File: config.mk
export PLATFORM = sky130hd
export DESIGN_NAME = swc_recovery_ctrl
export DESIGN_NICKNAME = d
export VERILOG_FILES = /design/src/hw/swc_pkg.sv /design/src/hw/swc_tick_gen.sv /design/src/hw/swc_recovery_ctrl.sv
export VERILOG_INCLUDE_DIRS = /design/src /design/src/hw
export SDC_FILE = /design/constraint.sdc
export NUM_CORES = 1
export LEC_CHECK = 0
export BUFFER_PORTS_ARGS = -buffer_cell sky130_fd_sc_hd__buf_2
export CAP_MARGIN = 30
export CORE_MARGIN = 2
export CORE_UTILIZATION = 25
export DETAILED_ROUTE_END_ITERATION = 10
export RECOVER_POWER = 100
export SYNTH_ARGS = -nofsm -noshare
export SYNTH_HDL_FRONTEND = slang
export SYNTH_SLANG_ARGS = --single-unit
File: constraint.sdc
create_clock -name clock -period 149.6 [get_ports clock]
set_clock_uncertainty 0.1 [all_clocks]
set_input_delay 22.44 -clock clock [delete_from_list [all_inputs] [get_ports clock]]
set_output_delay 22.44 -clock clock [all_outputs]
set_load 0.01 [all_outputs]
File: src/hw/swc_map.svh
// Register addresses, field positions, reset values and timing constants
`ifndef SWC_MAP_SVH
`define SWC_MAP_SVH
`define SWC_ADDR_CAL_HIGH     7'h3A
`define SWC_ADDR_CAL_LOW      7'h3B
`define SWC_ADDR_CTRL_ONE     7'h3C
`define SWC_ADDR_CTRL_TWO     7'h3D
`define SWC_RST_CAL           8'h00
`define SWC_RST_CTRL_ONE      8'h04
`define SWC_RST_CTRL_TWO      8'h00
`define SWC_EN_BIT            0
`define SWC_FILT_LSB          2
`define SWC_FILT_MSB          3
`define SWC_CLK_LSB           0
`define SWC_CLK_MSB           1
`define SWC_FILT_TC8          2'h0
`define SWC_FILT_TC16         2'h1
`define SWC_FILT_TC32         2'h2
`define SWC_FILT_ADAPT        2'h3
`define SWC_SHIFT_TC8         5'h03
`define SWC_SHIFT_TC16        5'h04
`define SWC_SHIFT_TC32        5'h05
`define SWC_ADAPT_TC32_MAX    4'h3
`define SWC_ADAPT_TC16_MAX    4'h8
`define SWC_SPACING_MAX       4'hA
`define SWC_SPACING_OUT       4'hB
`define SWC_FRAC_BITS         8
`endif

File: src/hw/swc_pkg.sv
// Types shared by the recovery control block
package swc_pkg;
  typedef enum logic [0:0] {
    SWC_IDLE  = 1'b0,
    SWC_TRACK = 1'b1
  } swc_mode_type;

  typedef struct packed {
    logic       wr;     // Write strobe
    logic       rd;     // Read strobe
    logic [6:0] addr;   // Register address
    logic [7:0] wdata;  // Write data
  } swc_req_type;

  typedef struct packed {
    logic         rec_en;
    logic [1:0]   filt;
    logic [1:0]   clk_sel;
    swc_mode_type mode;
    logic         rx_prev;
    logic [11:0]  edge_cnt;
    logic [11:0]  phase;
    logic [15:0]  acc;
    logic [7:0]   cal_h;
    logic [7:0]   cal_l;
    logic [7:0]   rdata;
    logic         rec_data;
    logic         data_valid;
  } swc_state_type;
endpackage : swc_pkg

File: src/hw/swc_tick_gen.sv
// Recovery clock enable divider, one pulse every 1, 2, 4 or 8 cycles
module swc_tick_gen (
  input  wire logic       clock,    // System clock
  input  wire logic       rstn,     // Async reset, active low
  input  wire logic [1:0] clk_sel,  // Recovery clock select
  output logic            tick      // One-cycle enable
);
  logic [2:0] cnt;
  logic [2:0] mask;

  // Base clock stands for the fastest recovery rate, code 00
  always_comb begin
    case (clk_sel)
      2'h0:    mask = 3'h0;
      2'h1:    mask = 3'h1;
      2'h2:    mask = 3'h3;
      default: mask = 3'h7;
    endcase
    tick = (cnt & mask) == mask;
  end

  always_ff @(posedge clock or negedge rstn) begin
    if (!rstn) begin
      cnt <= 3'h0;
    end else begin
      cnt <= cnt + 3'h1;
    end
  end
endmodule : swc_tick_gen

File: src/hw/swc_recovery_ctrl.sv
// Selective-wake clock and data recovery control and tracking logic
// Functional notes
// - High calibration byte is read-only and resets to zero.
// - Low calibration byte is read-only and resets to zero.
// - Control one bits 3:2 pick filter constant 8, 16, 32 or adaptive.
// - Adaptive mode uses 32 for 2-3 bit spacing, 16 for 4-8, 8 for 9-10.
// - Reserved bits of both control registers read as zero.
// - Control one resets to 0x04: constant 16, recovery off.
// - Restart keeps filter and enable bits, reserved bits stay zero.
// - Control two bits 1:0 pick recovery clock 80, 40, 20 or 10 MHz.
// - Control two resets to zero and keeps its clock bits on restart.
// - Recovered bit time is clamped to the programmed limits; the start value from bit_time_setting is not.
`include "swc_map.svh"
module swc_recovery_ctrl (
  input  wire logic                 clock,                 // 80 MHz clock
  input  wire logic                 rstn,                  // Power-on reset
  input  wire logic                 soft_reset,            // Soft reset pulse
  input  wire logic                 restart,               // Restart pulse
  input  wire swc_pkg::swc_req_type reg_req,               // Register access
  output logic [7:0]                reg_rdata,             // Read data
  input  wire logic                 rx_in,                 // Bus receive level
  input  wire logic [7:0]           bit_time_setting,      // Nominal bit time
  input  wire logic [7:0]           bit_time_upper_limit,  // Upper clamp
  input  wire logic [7:0]           bit_time_lower_limit,  // Lower clamp
  output logic                      recovery_enable,       // Enable bit
  output logic [1:0]                filter_tc_select,      // Filter field
  output logic [1:0]                recovery_clock_select, // Clock field
  output logic                      recovery_active,       // Tracking
  output logic [7:0]                recovered_bit_time,    // Filtered bit
  output logic                      recovered_data,        // Sampled bit
  output logic                      data_valid             // Sample pulse
);
  localparam swc_pkg::swc_state_type RESET_STATE = '{
    rec_en:     1'b0,
    filt:       `SWC_FILT_TC16,
    clk_sel:    2'h0,
    mode:       swc_pkg::SWC_IDLE,
    rx_prev:    1'b1,
    edge_cnt:   12'h000,
    phase:      12'h000,
    acc:        16'h0000,
    cal_h:      `SWC_RST_CAL,
    cal_l:      `SWC_RST_CAL,
    rdata:      8'h00,
    rec_data:   1'b1,
    data_valid: 1'b0
  };

  swc_pkg::swc_state_type s;
  swc_pkg::swc_state_type next_s;
  logic               tick;
  logic               fall;
  logic [7:0]         bt;
  logic [3:0]         nb;
  logic [11:0]        span;
  logic [4:0]         sh;
  logic [19:0]        meas;
  logic signed [20:0] err;
  logic signed [20:0] upd;
  logic [15:0]        lim_lo;
  logic [15:0]        lim_hi;

  // Rounded number of bit times in a spacing; out of range reads as 11
  function automatic logic [3:0] bits_of(input logic [11:0] cnt,
                                         input logic [7:0]  bti);
    logic [15:0] thr;
    logic [3:0]  n;
    thr = 16'h0000;
    n   = `SWC_SPACING_OUT;
    for (int k = `SWC_SPACING_MAX; k >= 1; k--) begin
      thr = 16'(16'(2 * k - 1) * {8'h00, bti});
      if (bti != 8'h00 && {3'h0, cnt, 1'b0} >= thr) begin
        if (n == `SWC_SPACING_OUT) begin
          n = 4'(k);
        end
      end
    end
    if (bti != 8'h00 && {3'h0, cnt, 1'b0} >=
        16'(16'(2 * `SWC_SPACING_MAX + 1) * {8'h00, bti})) begin
      n = `SWC_SPACING_OUT;
    end
    return n;
  endfunction : bits_of

  // Per-bit time in 12.8 fixed point; constant divisors keep it cheap
  function automatic logic [19:0] per_bit(input logic [11:0] cnt,
                                          input logic [3:0]  n);
    logic [19:0] v;
    v = {cnt, 8'h00};
    case (n)
      4'h1:    per_bit = v;
      4'h2:    per_bit = v / 20'd2;
      4'h3:    per_bit = v / 20'd3;
      4'h4:    per_bit = v / 20'd4;
      4'h5:    per_bit = v / 20'd5;
      4'h6:    per_bit = v / 20'd6;
      4'h7:    per_bit = v / 20'd7;
      4'h8:    per_bit = v / 20'd8;
      4'h9:    per_bit = v / 20'd9;
      default: per_bit = v / 20'd10;
    endcase
  endfunction : per_bit

  // Filter shift; single-bit spacing is treated like the short case
  function automatic logic [4:0] tc_shift(input logic [1:0] f,
                                          input logic [3:0] n);
    case (f)
      `SWC_FILT_TC8:  tc_shift = `SWC_SHIFT_TC8;
      `SWC_FILT_TC16: tc_shift = `SWC_SHIFT_TC16;
      `SWC_FILT_TC32: tc_shift = `SWC_SHIFT_TC32;
      default: begin
        if (n <= `SWC_ADAPT_TC32_MAX) begin
          tc_shift = `SWC_SHIFT_TC32;
        end else if (n <= `SWC_ADAPT_TC16_MAX) begin
          tc_shift = `SWC_SHIFT_TC16;
        end else begin
          tc_shift = `SWC_SHIFT_TC8;
        end
      end
    endcase
  endfunction : tc_shift

  // Reserved bits are never stored, so they always read zero
  function automatic logic [7:0] read_mux(input swc_pkg::swc_state_type st,
                                          input logic [6:0] a);
    case (a)
      `SWC_ADDR_CAL_HIGH: read_mux = st.cal_h;
      `SWC_ADDR_CAL_LOW:  read_mux = st.cal_l;
      `SWC_ADDR_CTRL_ONE:
        read_mux = {4'h0, st.filt, 1'b0, st.rec_en};
      `SWC_ADDR_CTRL_TWO: read_mux = {6'h00, st.clk_sel};
      default:            read_mux = 8'h00;
    endcase
  endfunction : read_mux

  swc_tick_gen u_tick (
    .clock   (clock),
    .rstn    (rstn),
    .clk_sel (s.clk_sel),
    .tick    (tick)
  );

  always_comb begin
    fall   = s.rx_prev & ~rx_in;
    bt     = s.acc[15:8];
    // The tick of the edge that ends a spacing belongs to that spacing
    if (tick && s.edge_cnt != 12'hFFF) begin
      span = s.edge_cnt + 12'h001;
    end else begin
      span = s.edge_cnt;
    end
    nb     = bits_of(span, bt);
    sh     = tc_shift(s.filt, nb);
    meas   = per_bit(span, nb);
    err    = $signed({1'b0, meas}) - $signed({5'h00, s.acc});
    upd    = $signed({5'h00, s.acc}) + (err >>> sh);
    lim_lo = {bit_time_lower_limit, 8'h00};
    lim_hi = {bit_time_upper_limit, 8'hFF};
    next_s = s;
    next_s.data_valid = 1'b0;
    next_s.rx_prev    = rx_in;
    if (reg_req.rd) begin
      next_s.rdata = read_mux(s, reg_req.addr);
    end
    if (reg_req.wr) begin
      case (reg_req.addr)
        `SWC_ADDR_CTRL_ONE: begin
          next_s.rec_en = reg_req.wdata[`SWC_EN_BIT];
          next_s.filt = reg_req.wdata[`SWC_FILT_MSB:`SWC_FILT_LSB];
        end
        `SWC_ADDR_CTRL_TWO: begin
          next_s.clk_sel = reg_req.wdata[`SWC_CLK_MSB:`SWC_CLK_LSB];
        end
        default: begin
        end
      endcase
    end
    case (s.mode)
      swc_pkg::SWC_IDLE: begin
        if (s.rec_en) begin
          next_s.mode     = swc_pkg::SWC_TRACK;
          next_s.acc      = {bit_time_setting, 8'h00};
          next_s.edge_cnt = 12'h000;
          next_s.phase    = 12'h000;
        end
      end
      swc_pkg::SWC_TRACK: begin
        if (!s.rec_en) begin
          next_s.mode = swc_pkg::SWC_IDLE;
        end else if (fall) begin
          // Spacing outside 1..10 bits carries no usable timing
          if (nb != `SWC_SPACING_OUT) begin
            if (upd < $signed({5'h00, lim_lo})) begin
              next_s.acc = lim_lo;
            end else if (upd > $signed({5'h00, lim_hi})) begin
              next_s.acc = lim_hi;
            end else begin
              next_s.acc = upd[15:0];
            end
            next_s.cal_h = next_s.acc[15:8];
            next_s.cal_l = next_s.acc[7:0];
          end
          next_s.edge_cnt = 12'h000;
          next_s.phase    = 12'h000;
        end else if (tick) begin
          // Counter saturates rather than wrapping into a short spacing
          if (s.edge_cnt != 12'hFFF) begin
            next_s.edge_cnt = s.edge_cnt + 12'h001;
          end
          if (s.phase == {5'h00, bt[7:1]}) begin
            next_s.rec_data   = rx_in;
            next_s.data_valid = 1'b1;
          end
          if (s.phase + 12'h001 >= {4'h0, bt}) begin
            next_s.phase = 12'h000;
          end else begin
            next_s.phase = s.phase + 12'h001;
          end
        end
      end
      default: next_s.mode = swc_pkg::SWC_IDLE;
    endcase
    if (restart) begin
      // Control fields and calibration bytes hold their values
      next_s.mode       = swc_pkg::SWC_IDLE;
      next_s.data_valid = 1'b0;
    end
    if (soft_reset) begin
      next_s = RESET_STATE;
    end
  end

  always_ff @(posedge clock or negedge rstn) begin
    if (!rstn) begin
      s <= RESET_STATE;
    end else begin
      s <= next_s;
    end
  end

  always_comb begin
    reg_rdata             = s.rdata;
    recovery_enable       = s.rec_en;
    filter_tc_select      = s.filt;
    recovery_clock_select = s.clk_sel;
    recovery_active       = s.mode == swc_pkg::SWC_TRACK;
    recovered_bit_time    = s.acc[15:8];
    recovered_data        = s.rec_data;
    data_valid            = s.data_valid;
  end
endmodule : swc_recovery_ctrl

==> run summary, run 1 <==
SYNTHESIS
--------------------------------------------------------------------------------------
Portion of the post-synthesis area used by sequential elements                  0.0910
Post-synthesis average cell area                                              7.81 µm²
Post-Syn Instances                                                                2681
Unique masters post-synth                                                          124
Total nets after synthesis                                                        3104
Ys Warns                                                                             0
Ys async rst share                                                                1.00
Netlist Area Pre-Place                                                      0.0209 mm²
Register bit count reported by yosys                                                76
Dominant register cell in the synthesized netlist                         sky130_fd_sc_hd__dfrtp_1
Number of enable-type register cells in the synthesized netlist                      0

CLOCK TREE
--------------------------------------------------------------------------------------
Buffer count from post-CTS setup fixing                                              0
H-tree level count                                                                   3
Clock network latency to the later pin of the worst-skew pair                  0.34 ns
CTS tree                                                                         built
Maximum count of clock buffers along a single path                                   2
Sink count of the clock tree                                                        76
Clk slew on worst S/H paths                                                    0.06 ns
Post-CTS Resized                                                                     0
Num CTS Buffers                                                                      9
Clk root buf                                                              sky130_fd_sc_hd__clkbuf_16
Number of buffers inserted for hold repair after clock tree synthesis                0

DETAILED ROUTING
--------------------------------------------------------------------------------------
Detailed-router iteration count before antenna repair                                6
Post-Route WL                                                                 59100 µm
Number of routed nets with antenna violations                                        0
Via Count                                                                        19679
Routed via count divided by cell count                                            5.18
DR WL/cell                                                                     15.6 µm
Drc violations                                                                       0
Initial DRC Count                                                                 1298

GLOBAL ROUTE
--------------------------------------------------------------------------------------
Maximum number of pins on one net before global-route repair                        52
Number of antenna violations at the first check in global routing                    0
Number of global-route vias before repair                                        18618
Remaining global-route overflow                                                      0
First-pass GRT wire length                                                    96700 µm
Total Routing Usage GR                                                           0.134

FLOORPLAN
--------------------------------------------------------------------------------------
Core outline area                                                           0.0833 mm²
Die area                                                                    0.0861 mm²
Ports                                                                               70
Width of the chip                                                               293 µm
Core Rows                                                                          106
Starting density of the core                                                     0.251
Die extent in y                                                                 293 µm

CRITICAL PATH
--------------------------------------------------------------------------------------
Arrival @ worst endpoint                                                      63.80 ns
Crit end category                                                                 flop
CP peak stage delay                                                            1.57 ns
Most numerous cell on the critical path                                   sky130_fd_sc_hd__a21oi_1
Critical-path top delay cell                                              sky130_fd_sc_hd__nor4_1
Highest fanout seen on the critical path                                            34
Critical Path Source Type                                                         flop
Type of the worst setup path                                                   reg2reg
Data required time of the worst path                                         149.74 ns

FINISH
--------------------------------------------------------------------------------------
Most common library cell in the layout ignoring fill and taps             sky130_fd_sc_hd__ha_1
Commonest cells after routing, fill and taps aside                        sky130_fd_sc_hd__ha_1 (327), sky130_fd_sc_hd__nand2_1 (245), sky130_fd_sc_hd__a21oi_1 (187)
Layout cell share with drive strength beyond 1                                  0.0750
Layout Cell Area excl Fill                                                  0.0226 mm²
Area delta synth->final                                                          8.12%
Antenna diode count                                                                  0
Net total in the final layout                                                     3137

PLACEMENT
--------------------------------------------------------------------------------------
Port Buffers                                                                        65
Total placed instance area                                                  0.0226 mm²
Post-DP HPWL                                                                  47300 µm
Weighted congestion reported at the end of routability-driven placement          0.890

STA
--------------------------------------------------------------------------------------
Maximum achievable frequency                                                  15.7 MHz
Setup violations, final                                                              0
Post-route clock period utilization                                              0.426
Pins over their slew limit                                                         176
Number of hold violations in the final report                                        0
Slew at the pin with the worst max-slew slack                                  2.84 ns
Tmin final                                                                    63.67 ns
Total negative slack                                                              0 ns
Worst rel slew slack                                                            -0.897
Setup repair after global routing missed its margin                                 no

RUN
--------------------------------------------------------------------------------------
Max-cap violation count                                                              7

HOLD PATH
--------------------------------------------------------------------------------------
Hold crit path type                                                            reg2reg

OUTCOME
--------------------------------------------------------------------------------------
Status                                                                    complete, but fails checks
Failing checks                                                            capacitance limit, slew limit

## Yosys cell counts (all sizes together) (25+ instances only)
library cell,n,area share
nor2,189,0.034
inv,187,0.034
o21bai,27,0.0097
clkbuf,35,0.0063
a21oi,190,0.046
nand3,68,0.017
nand2,247,0.045
nand4,40,0.013
mux2,25,0.014
o211ai,36,0.013
nor3,58,0.015
buf,44,0.014
a211oi,28,0.012
nand2b,48,0.014
o31ai,26,0.010
dfrtp,73,0.087
o21a,39,0.014
and3,32,0.0096
ha,327,0.20
o21ai,155,0.037
mux2i,71,0.035
fa,50,0.048
a31oi,40,0.012
xnor2,109,0.046
nor4,26,0.010
xor2,72,0.031
nor2b,32,0.0096
a21o,100,0.036
and2,40,0.012
## registers in the layout (all words and copies together) (netlist names)
signal                 cells
reg_rdata                  8
recovered_bit_time         8
recovery_active            1
s                         49
data_valid                 1
recovery_clock_select      2
recovery_enable            1
u_tick.cnt                 3
recovered_data             1
filter_tc_select           2
## cells by family after synthesis
group	Yosys count	share of synthesized area
AOI/OAI and AO/OA	823	0.276
DFF	76	0.0910
and+or+nand+nor	862	0.210
muxes	96	0.0487
buffers and inverters	266	0.0536
xor gates and xnor gates	181	0.0772
adders and majority gates	377	0.243
## metrics by stage
step / instances / util / worst slack [ns] / hold WS (ns)
floorplan: 2681 / - / 101.19 / 0.342
global placement: 3779 / 0.270 / 93.39 / 0.359
detailed placement: 3783 / 0.271 / 93.66 / 0.364
finish: 3799 / 0.272 / 85.93 / 0.377
global route: 3799 / 0.272 / 80.18 / 0.397
CTS: 3799 / 0.275 / 93.31 / 0.375
## worst paths after layout
kind	start	to	slack, ns	cells after the start
worst max-delay path	recovered_bit_time[4]	recovered_bit_time[1]	85.93	233
worst min-delay path	s[24]	s[24]	0.38	2
worst max register to register	recovered_bit_time[4]	recovered_bit_time[1]	85.93	233
worst min register to register	s[24]	s[24]	0.38	2
max in group asynchronous	rstn	data_valid	123.78	2
min in group asynchronous	rstn	reg_rdata[7]	22.31	1
## layout make-up
cell class / instances / area (µm²)
clock inverters: 7 / 81.3
flip-flops and latches: 76 / 1910
fillers: 9153 / 60700
repair buffers: 101 / 543
clock buffers: 9 / 225
well taps: 1080 / 1350
inverters: 187 / 702
multi-input cells: 2339 / 17800
## critical path, delay by kind of cell, from the launching register on
family                     cells  cell delay (ns)
AOI/OAI and AO/OA            122            29.53
and+or+nand+nor               61            17.40
adders and majority gates     27             8.90
buffers and inverters         11             4.04
muxes                         10             2.74
DFF                            1             0.40
xor gates and xnor gates       2             0.37
## routing by layer
metal	global-route usage	vias up	share of wire
met3	0.00809	60	0.037
met2	0.224	423	0.45
li1	-	9968	-
met4	0.0280	0	0.019
met1	0.189	9228	0.49
met5	0	-	0
Power of run 1 is left out: the tool's default activity adds up to more than one toggle a clock period on the data nets, which glitch-free logic cannot reach.
==> run 2: changes to the inputs <==
--- a/config.mk
+++ b/config.mk
@@ -6,6 +6,7 @@
 export SDC_FILE = /design/constraint.sdc
 export NUM_CORES = 1
 export LEC_CHECK = 0
+export ABC_AREA = 1
 export BUFFER_PORTS_ARGS = -buffer_cell sky130_fd_sc_hd__buf_2
 export CAP_MARGIN = 30
 export CORE_MARGIN = 2
==> constraint.sdc (replaced) <==
create_clock -name clock -period 62.3 [get_ports clock]
set_clock_uncertainty 0.1 [all_clocks]
set_input_delay 9.345 -clock clock [delete_from_list [all_inputs] [get_ports clock]]
set_output_delay 9.345 -clock clock [all_outputs]
set_load 0.01 [all_outputs]
==> run 2 against run 1 <==
The flow still finishes with violations (capacitance limit, slew limit). Flip-flop and latch count did not move. Via count rose by 7.3%. Area after synthesis rose by 5.9%. Hold slack got worse by 0.023 ns. Setup slack got worse by 76 ns. Clock-buffer cell count rose by 1. Wire length rose by 4.7%. First-iteration DRC count fell by 22%. Sequential share of layout area fell by 0.45 points. Core utilization barely moved. Cell count rose by 19%. Critical path type unchanged. Highest routed layer unchanged.
==> run summary, run 2 <==
GLOBAL ROUTE
--------------------------------------------------------------------------------------
First-pass GRT wire length                                                   101000 µm
Total Routing Usage GR                                                           0.135
Remaining global-route overflow                                                      0
Number of global-route vias before repair                                        19660
Number of antenna violations at the first check in global routing                    1
Maximum number of pins on one net before global-route repair                        71

CLOCK TREE
--------------------------------------------------------------------------------------
Clk slew on worst S/H paths                                                    0.06 ns
H-tree level count                                                                   3
Clk root buf                                                              sky130_fd_sc_hd__clkbuf_16
Post-CTS Resized                                                                     0
Number of buffers inserted for hold repair after clock tree synthesis                0
Clock network latency to the later pin of the worst-skew pair                  0.34 ns
CTS tree                                                                         built
Maximum count of clock buffers along a single path                                   2
Num CTS Buffers                                                                      9
Buffer count from post-CTS setup fixing                                              0
Sink count of the clock tree                                                        76

FLOORPLAN
--------------------------------------------------------------------------------------
Width of the chip                                                               302 µm
Ports                                                                               70
Starting density of the core                                                     0.252
Core outline area                                                           0.0881 mm²
Core Rows                                                                          109
Die extent in y                                                                 302 µm
Die area                                                                    0.0911 mm²

CRITICAL PATH
--------------------------------------------------------------------------------------
Highest fanout seen on the critical path                                            25
Reg-to-reg endpoint                                                       recovered_bit_time[7]
CP peak stage delay                                                            1.08 ns
Most numerous cell on the critical path                                   sky130_fd_sc_hd__nand2_1
Critical Path Source Type                                                         flop
Register-to-Register Setup Slack                                              10.15 ns
Arrival @ worst endpoint                                                      52.30 ns
Type of the worst setup path                                                   reg2reg
Crit end category                                                                 flop
Cells on worst reg2reg path                                                        272
Data required time of the worst path                                          62.45 ns
Critical-path top delay cell                                              sky130_fd_sc_hd__clkbuf_1
Worst r2r src                                                             recovered_bit_time[3]

FINISH
--------------------------------------------------------------------------------------
Register name with the most flops                                                    s
Area delta synth->final                                                          7.79%
Flip-flop count of the largest register after layout                                49
Combined area of the multi-input logic cells                                0.0177 mm²
Commonest cells after routing, fill and taps aside                        sky130_fd_sc_hd__nand2_1 (678), sky130_fd_sc_hd__inv_1 (498), sky130_fd_sc_hd__ha_1 (327)
Fillers                                                                           9941
Most common library cell in the layout ignoring fill and taps             sky130_fd_sc_hd__nand2_1
Layout Cell Area excl Fill                                                  0.0239 mm²
Net total in the final layout                                                     3782
Sequential standard cell area                                              0.00191 mm²
Layout cell share with drive strength beyond 1                                   0.134

PLACEMENT
--------------------------------------------------------------------------------------
Pre-CTS setup slack                                                           15.00 ns
Weighted congestion reported at the end of routability-driven placement          0.894
Total placed instance area                                                  0.0237 mm²
Port Buffers                                                                        65
Post-DP HPWL                                                                  50600 µm

SYNTHESIS
--------------------------------------------------------------------------------------
Most frequently used cell type in the post-synthesis netlist              sky130_fd_sc_hd__nand2_1
Post-Syn Instances                                                                3317
Most numerous cell types in the synthesized netlist                       sky130_fd_sc_hd__nand2_1 (677), sky130_fd_sc_hd__inv_1 (497), sky130_fd_sc_hd__ha_1 (327)
Number of enable-type register cells in the synthesized netlist                      0
Leading cell types by total area after synthesis                          sky130_fd_sc_hd__ha_1 (18%), sky130_fd_sc_hd__nand2_1 (11%), sky130_fd_sc_hd__inv_1 (8.4%)
Dominant register cell in the synthesized netlist                         sky130_fd_sc_hd__dfrtp_1
Netlist Area Pre-Place                                                      0.0222 mm²
Portion of the post-synthesis area used by sequential elements                  0.0859
Total nets after synthesis                                                        3740
Cell taking the most area after synthesis                                 sky130_fd_sc_hd__ha_1
Post-synthesis average cell area                                              6.68 µm²
Register bit count reported by yosys                                                76
Ys async rst share                                                                1.00
Portion of synthesized cell area occupied by the leading cell type               0.185
Ys Warns                                                                             0
Unique masters post-synth                                                           75

DETAILED ROUTING
--------------------------------------------------------------------------------------
Number of routed nets with antenna violations                                        0
Detailed-router iteration count before antenna repair                                5
Drc violations                                                                       0
Routed via count divided by cell count                                            4.66
Via Count                                                                        21119
DR WL/cell                                                                     13.7 µm
Initial DRC Count                                                                 1010
Post-Route WL                                                                 61900 µm

STA
--------------------------------------------------------------------------------------
Post-route clock period utilization                                              0.837
Slew at the pin with the worst max-slew slack                                  2.73 ns
Pins over their slew limit                                                         104
Setup violations, final                                                              0
Total negative slack                                                              0 ns
Worst rel slew slack                                                            -0.820
Final hold slack                                                              0.354 ns
Final setup slack of the worst path                                           10.15 ns
Maximum achievable frequency                                                  19.2 MHz
Tmin final                                                                    52.15 ns
Setup repair after global routing missed its margin                                 no
Number of hold violations in the final report                                        0

RUN
--------------------------------------------------------------------------------------
Max-cap violation count                                                              4

HOLD PATH
--------------------------------------------------------------------------------------
Hold crit path type                                                            reg2reg
End point of the most critical hold path                                  u_tick.cnt[0]
Cell count of the worst hold path                                                    1
Source of the worst hold timing path                                      u_tick.cnt[0]

OUTCOME
--------------------------------------------------------------------------------------
Status                                                                    complete, but fails checks
Failing checks                                                            capacitance limit, slew limit

-- run 2: layer usage --
layer,part of all wire,wire [µm],global-route usage
met5,0,0,0
met4,0.016,969,0.0243
met3,0.034,2130,0.00704
met2,0.45,27700,0.221
met1,0.50,31100,0.196
-- run 2: stage by stage --
step,instances,utilization
2_1_floorplan,3317,-
3_3_place_gp,4512,0.269
3_5_place_dp,4512,0.269
4_1_cts,4528,0.273
5_1_grt,4530,0.271
6_report,4530,0.271
-- run 2: cell type report --
cell class / instances / area share
Multi-Input combinational cell: 2630 / 0.740
Inverter: 553 / 0.0879
Sequential cell: 76 / 0.0797
Tap cell: 1165 / 0.0610
Timing Repair Buffer: 89 / 0.0188
Clock buffer: 10 / 0.0100
Clock inverter: 6 / 0.00267
Antenna cell: 1 / 0.000105
-- run 2: worst max path at each step --
stage | startpoint | end | slack (ns)
floorplan | recovered_bit_time[3] | recovered_bit_time[6] | 23.35
global placement | recovered_bit_time[1] | recovered_bit_time[7] | 15.39
detailed placement | recovered_bit_time[1] | recovered_bit_time[7] | 15.00
CTS | recovered_bit_time[1] | recovered_bit_time[7] | 14.73
global route | recovered_bit_time[3] | s[22] | 4.85
finish | recovered_bit_time[3] | recovered_bit_time[7] | 10.15
-- run 2: cells by family after synthesis --
logic type | share of synthesized area
simple gates | 0.354
buf+inv | 0.114
compound gates | 0.151
fa+ha+maj | 0.230
xor+xnor | 0.0644
flops | 0.0859
mux | 0.000451
-- run 2: worst max-delay path: cells and delay by family, from the launching register on --
family | cells | cell delay, ns
XOR/XNOR | 3 | 0.59
AND/OR/NAND/NOR | 137 | 21.81
AO/OA/AOI/OAI | 66 | 13.00
buffers and inverters | 38 | 6.60
flip-flops | 1 | 0.32
adder cells (fa/ha/maj) | 28 | 9.51
Power of run 2 is left out for the same reason.
==> run 3: changes to the inputs <==
==> constraint.sdc (replaced) <==
create_clock -name clock -period 45 [get_ports clock]
set_clock_uncertainty 0.1 [all_clocks]
set_input_delay 6.75 -clock clock [delete_from_list [all_inputs] [get_ports clock]]
set_output_delay 6.75 -clock clock [all_outputs]
set_load 0.01 [all_outputs]
==> run 3 against run 2 <==
The run still ends with capacitance limit, slew limit left. Cell count grew 0.49%. Sequential share of layout area fell by 0.12 points. Wire length up 0.85%. Setup slack worse by 5.8 ns. Largest cell class unchanged. Non-clock buffer count up 22. Die area unchanged. Critical path type unchanged. Critical path depth is 9 lower. Global-route usage fell by 0.071 points.
==> run summary, run 3 (synthesized netlist as in run 2, its figures left out) <==
OUTCOME
--------------------------------------------------------------------------------------
Status                                                                    complete, but fails checks
Failing checks                                                            capacitance limit, slew limit

FINISH
--------------------------------------------------------------------------------------
Sequential standard cell area                                              0.00191 mm²
Fillers                                                                           9888
Layout cell share with drive strength beyond 1                                   0.153
Net total in the final layout                                                     3805
Finished Layout Cells                                                             4552
Most common library cell in the layout ignoring fill and taps             sky130_fd_sc_hd__nand2_1
Combined area of the multi-input logic cells                                0.0179 mm²
Flip-flop count of the largest register after layout                                49
Area delta synth->final                                                          9.55%
Register name with the most flops                                                    s
Commonest cells after routing, fill and taps aside                        sky130_fd_sc_hd__nand2_1 (675), sky130_fd_sc_hd__inv_1 (494), sky130_fd_sc_hd__ha_1 (326)
Antenna diode count                                                                  0

HOLD PATH
--------------------------------------------------------------------------------------
Cell count of the worst hold path                                                    1
Source of the worst hold timing path                                      u_tick.cnt[0]
Hold crit path type                                                            reg2reg
End point of the most critical hold path                                  u_tick.cnt[0]

STA
--------------------------------------------------------------------------------------
Worst rel slew slack                                                             -1.19
Maximum achievable frequency                                                  24.6 MHz
Number of hold violations in the final report                                        0
Pins over their slew limit                                                          58
Tmin final                                                                    40.60 ns
Post-route clock period utilization                                              0.902
Setup repair after global routing missed its margin                                 no
Total negative slack                                                              0 ns
Slew at the pin with the worst max-slew slack                                  3.28 ns
Setup violations, final                                                              0
Final hold slack                                                              0.350 ns

CRITICAL PATH
--------------------------------------------------------------------------------------
CP peak stage delay                                                            0.72 ns
Critical-path top delay cell                                              sky130_fd_sc_hd__dfrtp_1
Most numerous cell on the critical path                                   sky130_fd_sc_hd__nand2_1
Type of the worst setup path                                                   reg2reg
Setup crit start                                                          recovered_bit_time[4]
Crit end category                                                                 flop
Critical Path Source Type                                                         flop
Arrival @ worst endpoint                                                      40.68 ns
Register-to-Register Setup Slack                                               4.40 ns
Reg-to-reg endpoint                                                       recovered_bit_time[7]
Cells on worst reg2reg path                                                        263
Highest fanout seen on the critical path                                            19
Worst r2r src                                                             recovered_bit_time[4]
Data required time of the worst path                                          45.08 ns

GLOBAL ROUTE
--------------------------------------------------------------------------------------
Number of antenna violations at the first check in global routing                    0
Total Routing Usage GR                                                           0.134
Maximum number of pins on one net before global-route repair                        58
Remaining global-route overflow                                                      0
Number of global-route vias before repair                                        19608
First-pass GRT wire length                                                   101000 µm

CLOCK TREE
--------------------------------------------------------------------------------------
Maximum count of clock buffers along a single path                                   2
Clk root buf                                                              sky130_fd_sc_hd__clkbuf_16
Num CTS Buffers                                                                      9
Clk slew on worst S/H paths                                                    0.06 ns
CTS tree                                                                         built
Sink count of the clock tree                                                        76
H-tree level count                                                                   3
Clock network latency to the later pin of the worst-skew pair                  0.34 ns

PLACEMENT
--------------------------------------------------------------------------------------
Weighted congestion reported at the end of routability-driven placement          0.890
Number of placed cells counting well taps                                         4523
Post-DP HPWL                                                                  51100 µm
Port Buffers                                                                        65

DETAILED ROUTING
--------------------------------------------------------------------------------------
DR WL/cell                                                                     13.7 µm
Initial DRC Count                                                                 1054
Via Count                                                                        21160
Drc violations                                                                       0
Routed via count divided by cell count                                            4.65
Number of routed nets with antenna violations                                        0
Detailed-router iteration count before antenna repair                                5
Post-Route WL                                                                 62400 µm

FLOORPLAN
--------------------------------------------------------------------------------------
Width of the chip                                                               302 µm
Ports                                                                               70
Die area                                                                    0.0911 mm²
Core outline area                                                           0.0881 mm²
Starting density of the core                                                     0.252
Die extent in y                                                                 302 µm
Core Rows                                                                          109

RUN
--------------------------------------------------------------------------------------
Max-cap violation count                                                              1

run 3: cell count changes in the layout (fill, tap and decap cells not counted), sizes merged:
| cell | before | now |
|---|---|---|
| buf | 61 | 90 |
| bufinv | 1 | 0 |
| clkbuf | 38 | 31 |
| clkinvlp | 3 | 7 |
| diode | 1 | 0 |
| inv | 532 | 529 |
| nand3 | 269 | 270 |
run 3: worst max-delay path: cells and delay by family (launching register included):
| kind | cells | cell delay, ns |
|---|---|---|
| AO/OA/AOI/OAI | 71 | 10.90 |
| AND/OR/NAND/NOR | 121 | 14.91 |
| flip-flops | 1 | 0.72 |
| buffers and inverters | 39 | 4.17 |
| XOR/XNOR | 3 | 0.55 |
| adder cells (fa/ha/maj) | 29 | 8.95 |
run 3: how the worst max path moves through the flow:
stage	endpoint	cells after the start	slack (ns)
after global routing	recovered_bit_time[7]	265	0.03
final	recovered_bit_time[7]	263	4.40
after CTS	recovered_bit_time[7]	273	0.85
after global placement	recovered_bit_time[7]	273	1.31
after detailed placement	recovered_bit_time[7]	273	1.04
after floorplan	recovered_bit_time[6]	279	6.05
run 3: metal layers:
layer | wire length (µm) | track usage | part of all wire
met2 | 27700 | 0.219 | 0.44
met1 | 30900 | 0.191 | 0.50
met4 | 1220 | 0.0296 | 0.020
met3 | 2570 | 0.0103 | 0.041
met5 | 0 | 0 | 0
run 3: layout make-up:
| type | count | share of cell area |
|---|---|---|
| clock buffers | 10 | 0.00943 |
| clock inverters | 6 | 0.00170 |
| inverters | 553 | 0.0870 |
| multi-input cells | 2631 | 0.737 |
| flip-flops and latches | 76 | 0.0785 |
| well taps | 1165 | 0.0600 |
| repair buffers | 111 | 0.0266 |
run 3: timing repair:
action,4_1_cts,5_1_grt
resized for setup,0,61
hold buffers,0,0
buffers inserted,0,12
endpoints found under the setup margin,0,32
run 3: metrics by stage:
stage / worst slack, ns / instance area [µm²] / util
finish: 4.40 / 24300 / 0.276
global route: 0.0320 / 24300 / 0.276
CTS: 0.855 / 24100 / 0.273
detailed placement: 1.04 / 23800 / 0.270
global placement: 1.31 / 23800 / 0.270
floorplan: 6.05 / 22200 / -
Power of run 3 is left out for the same reason.
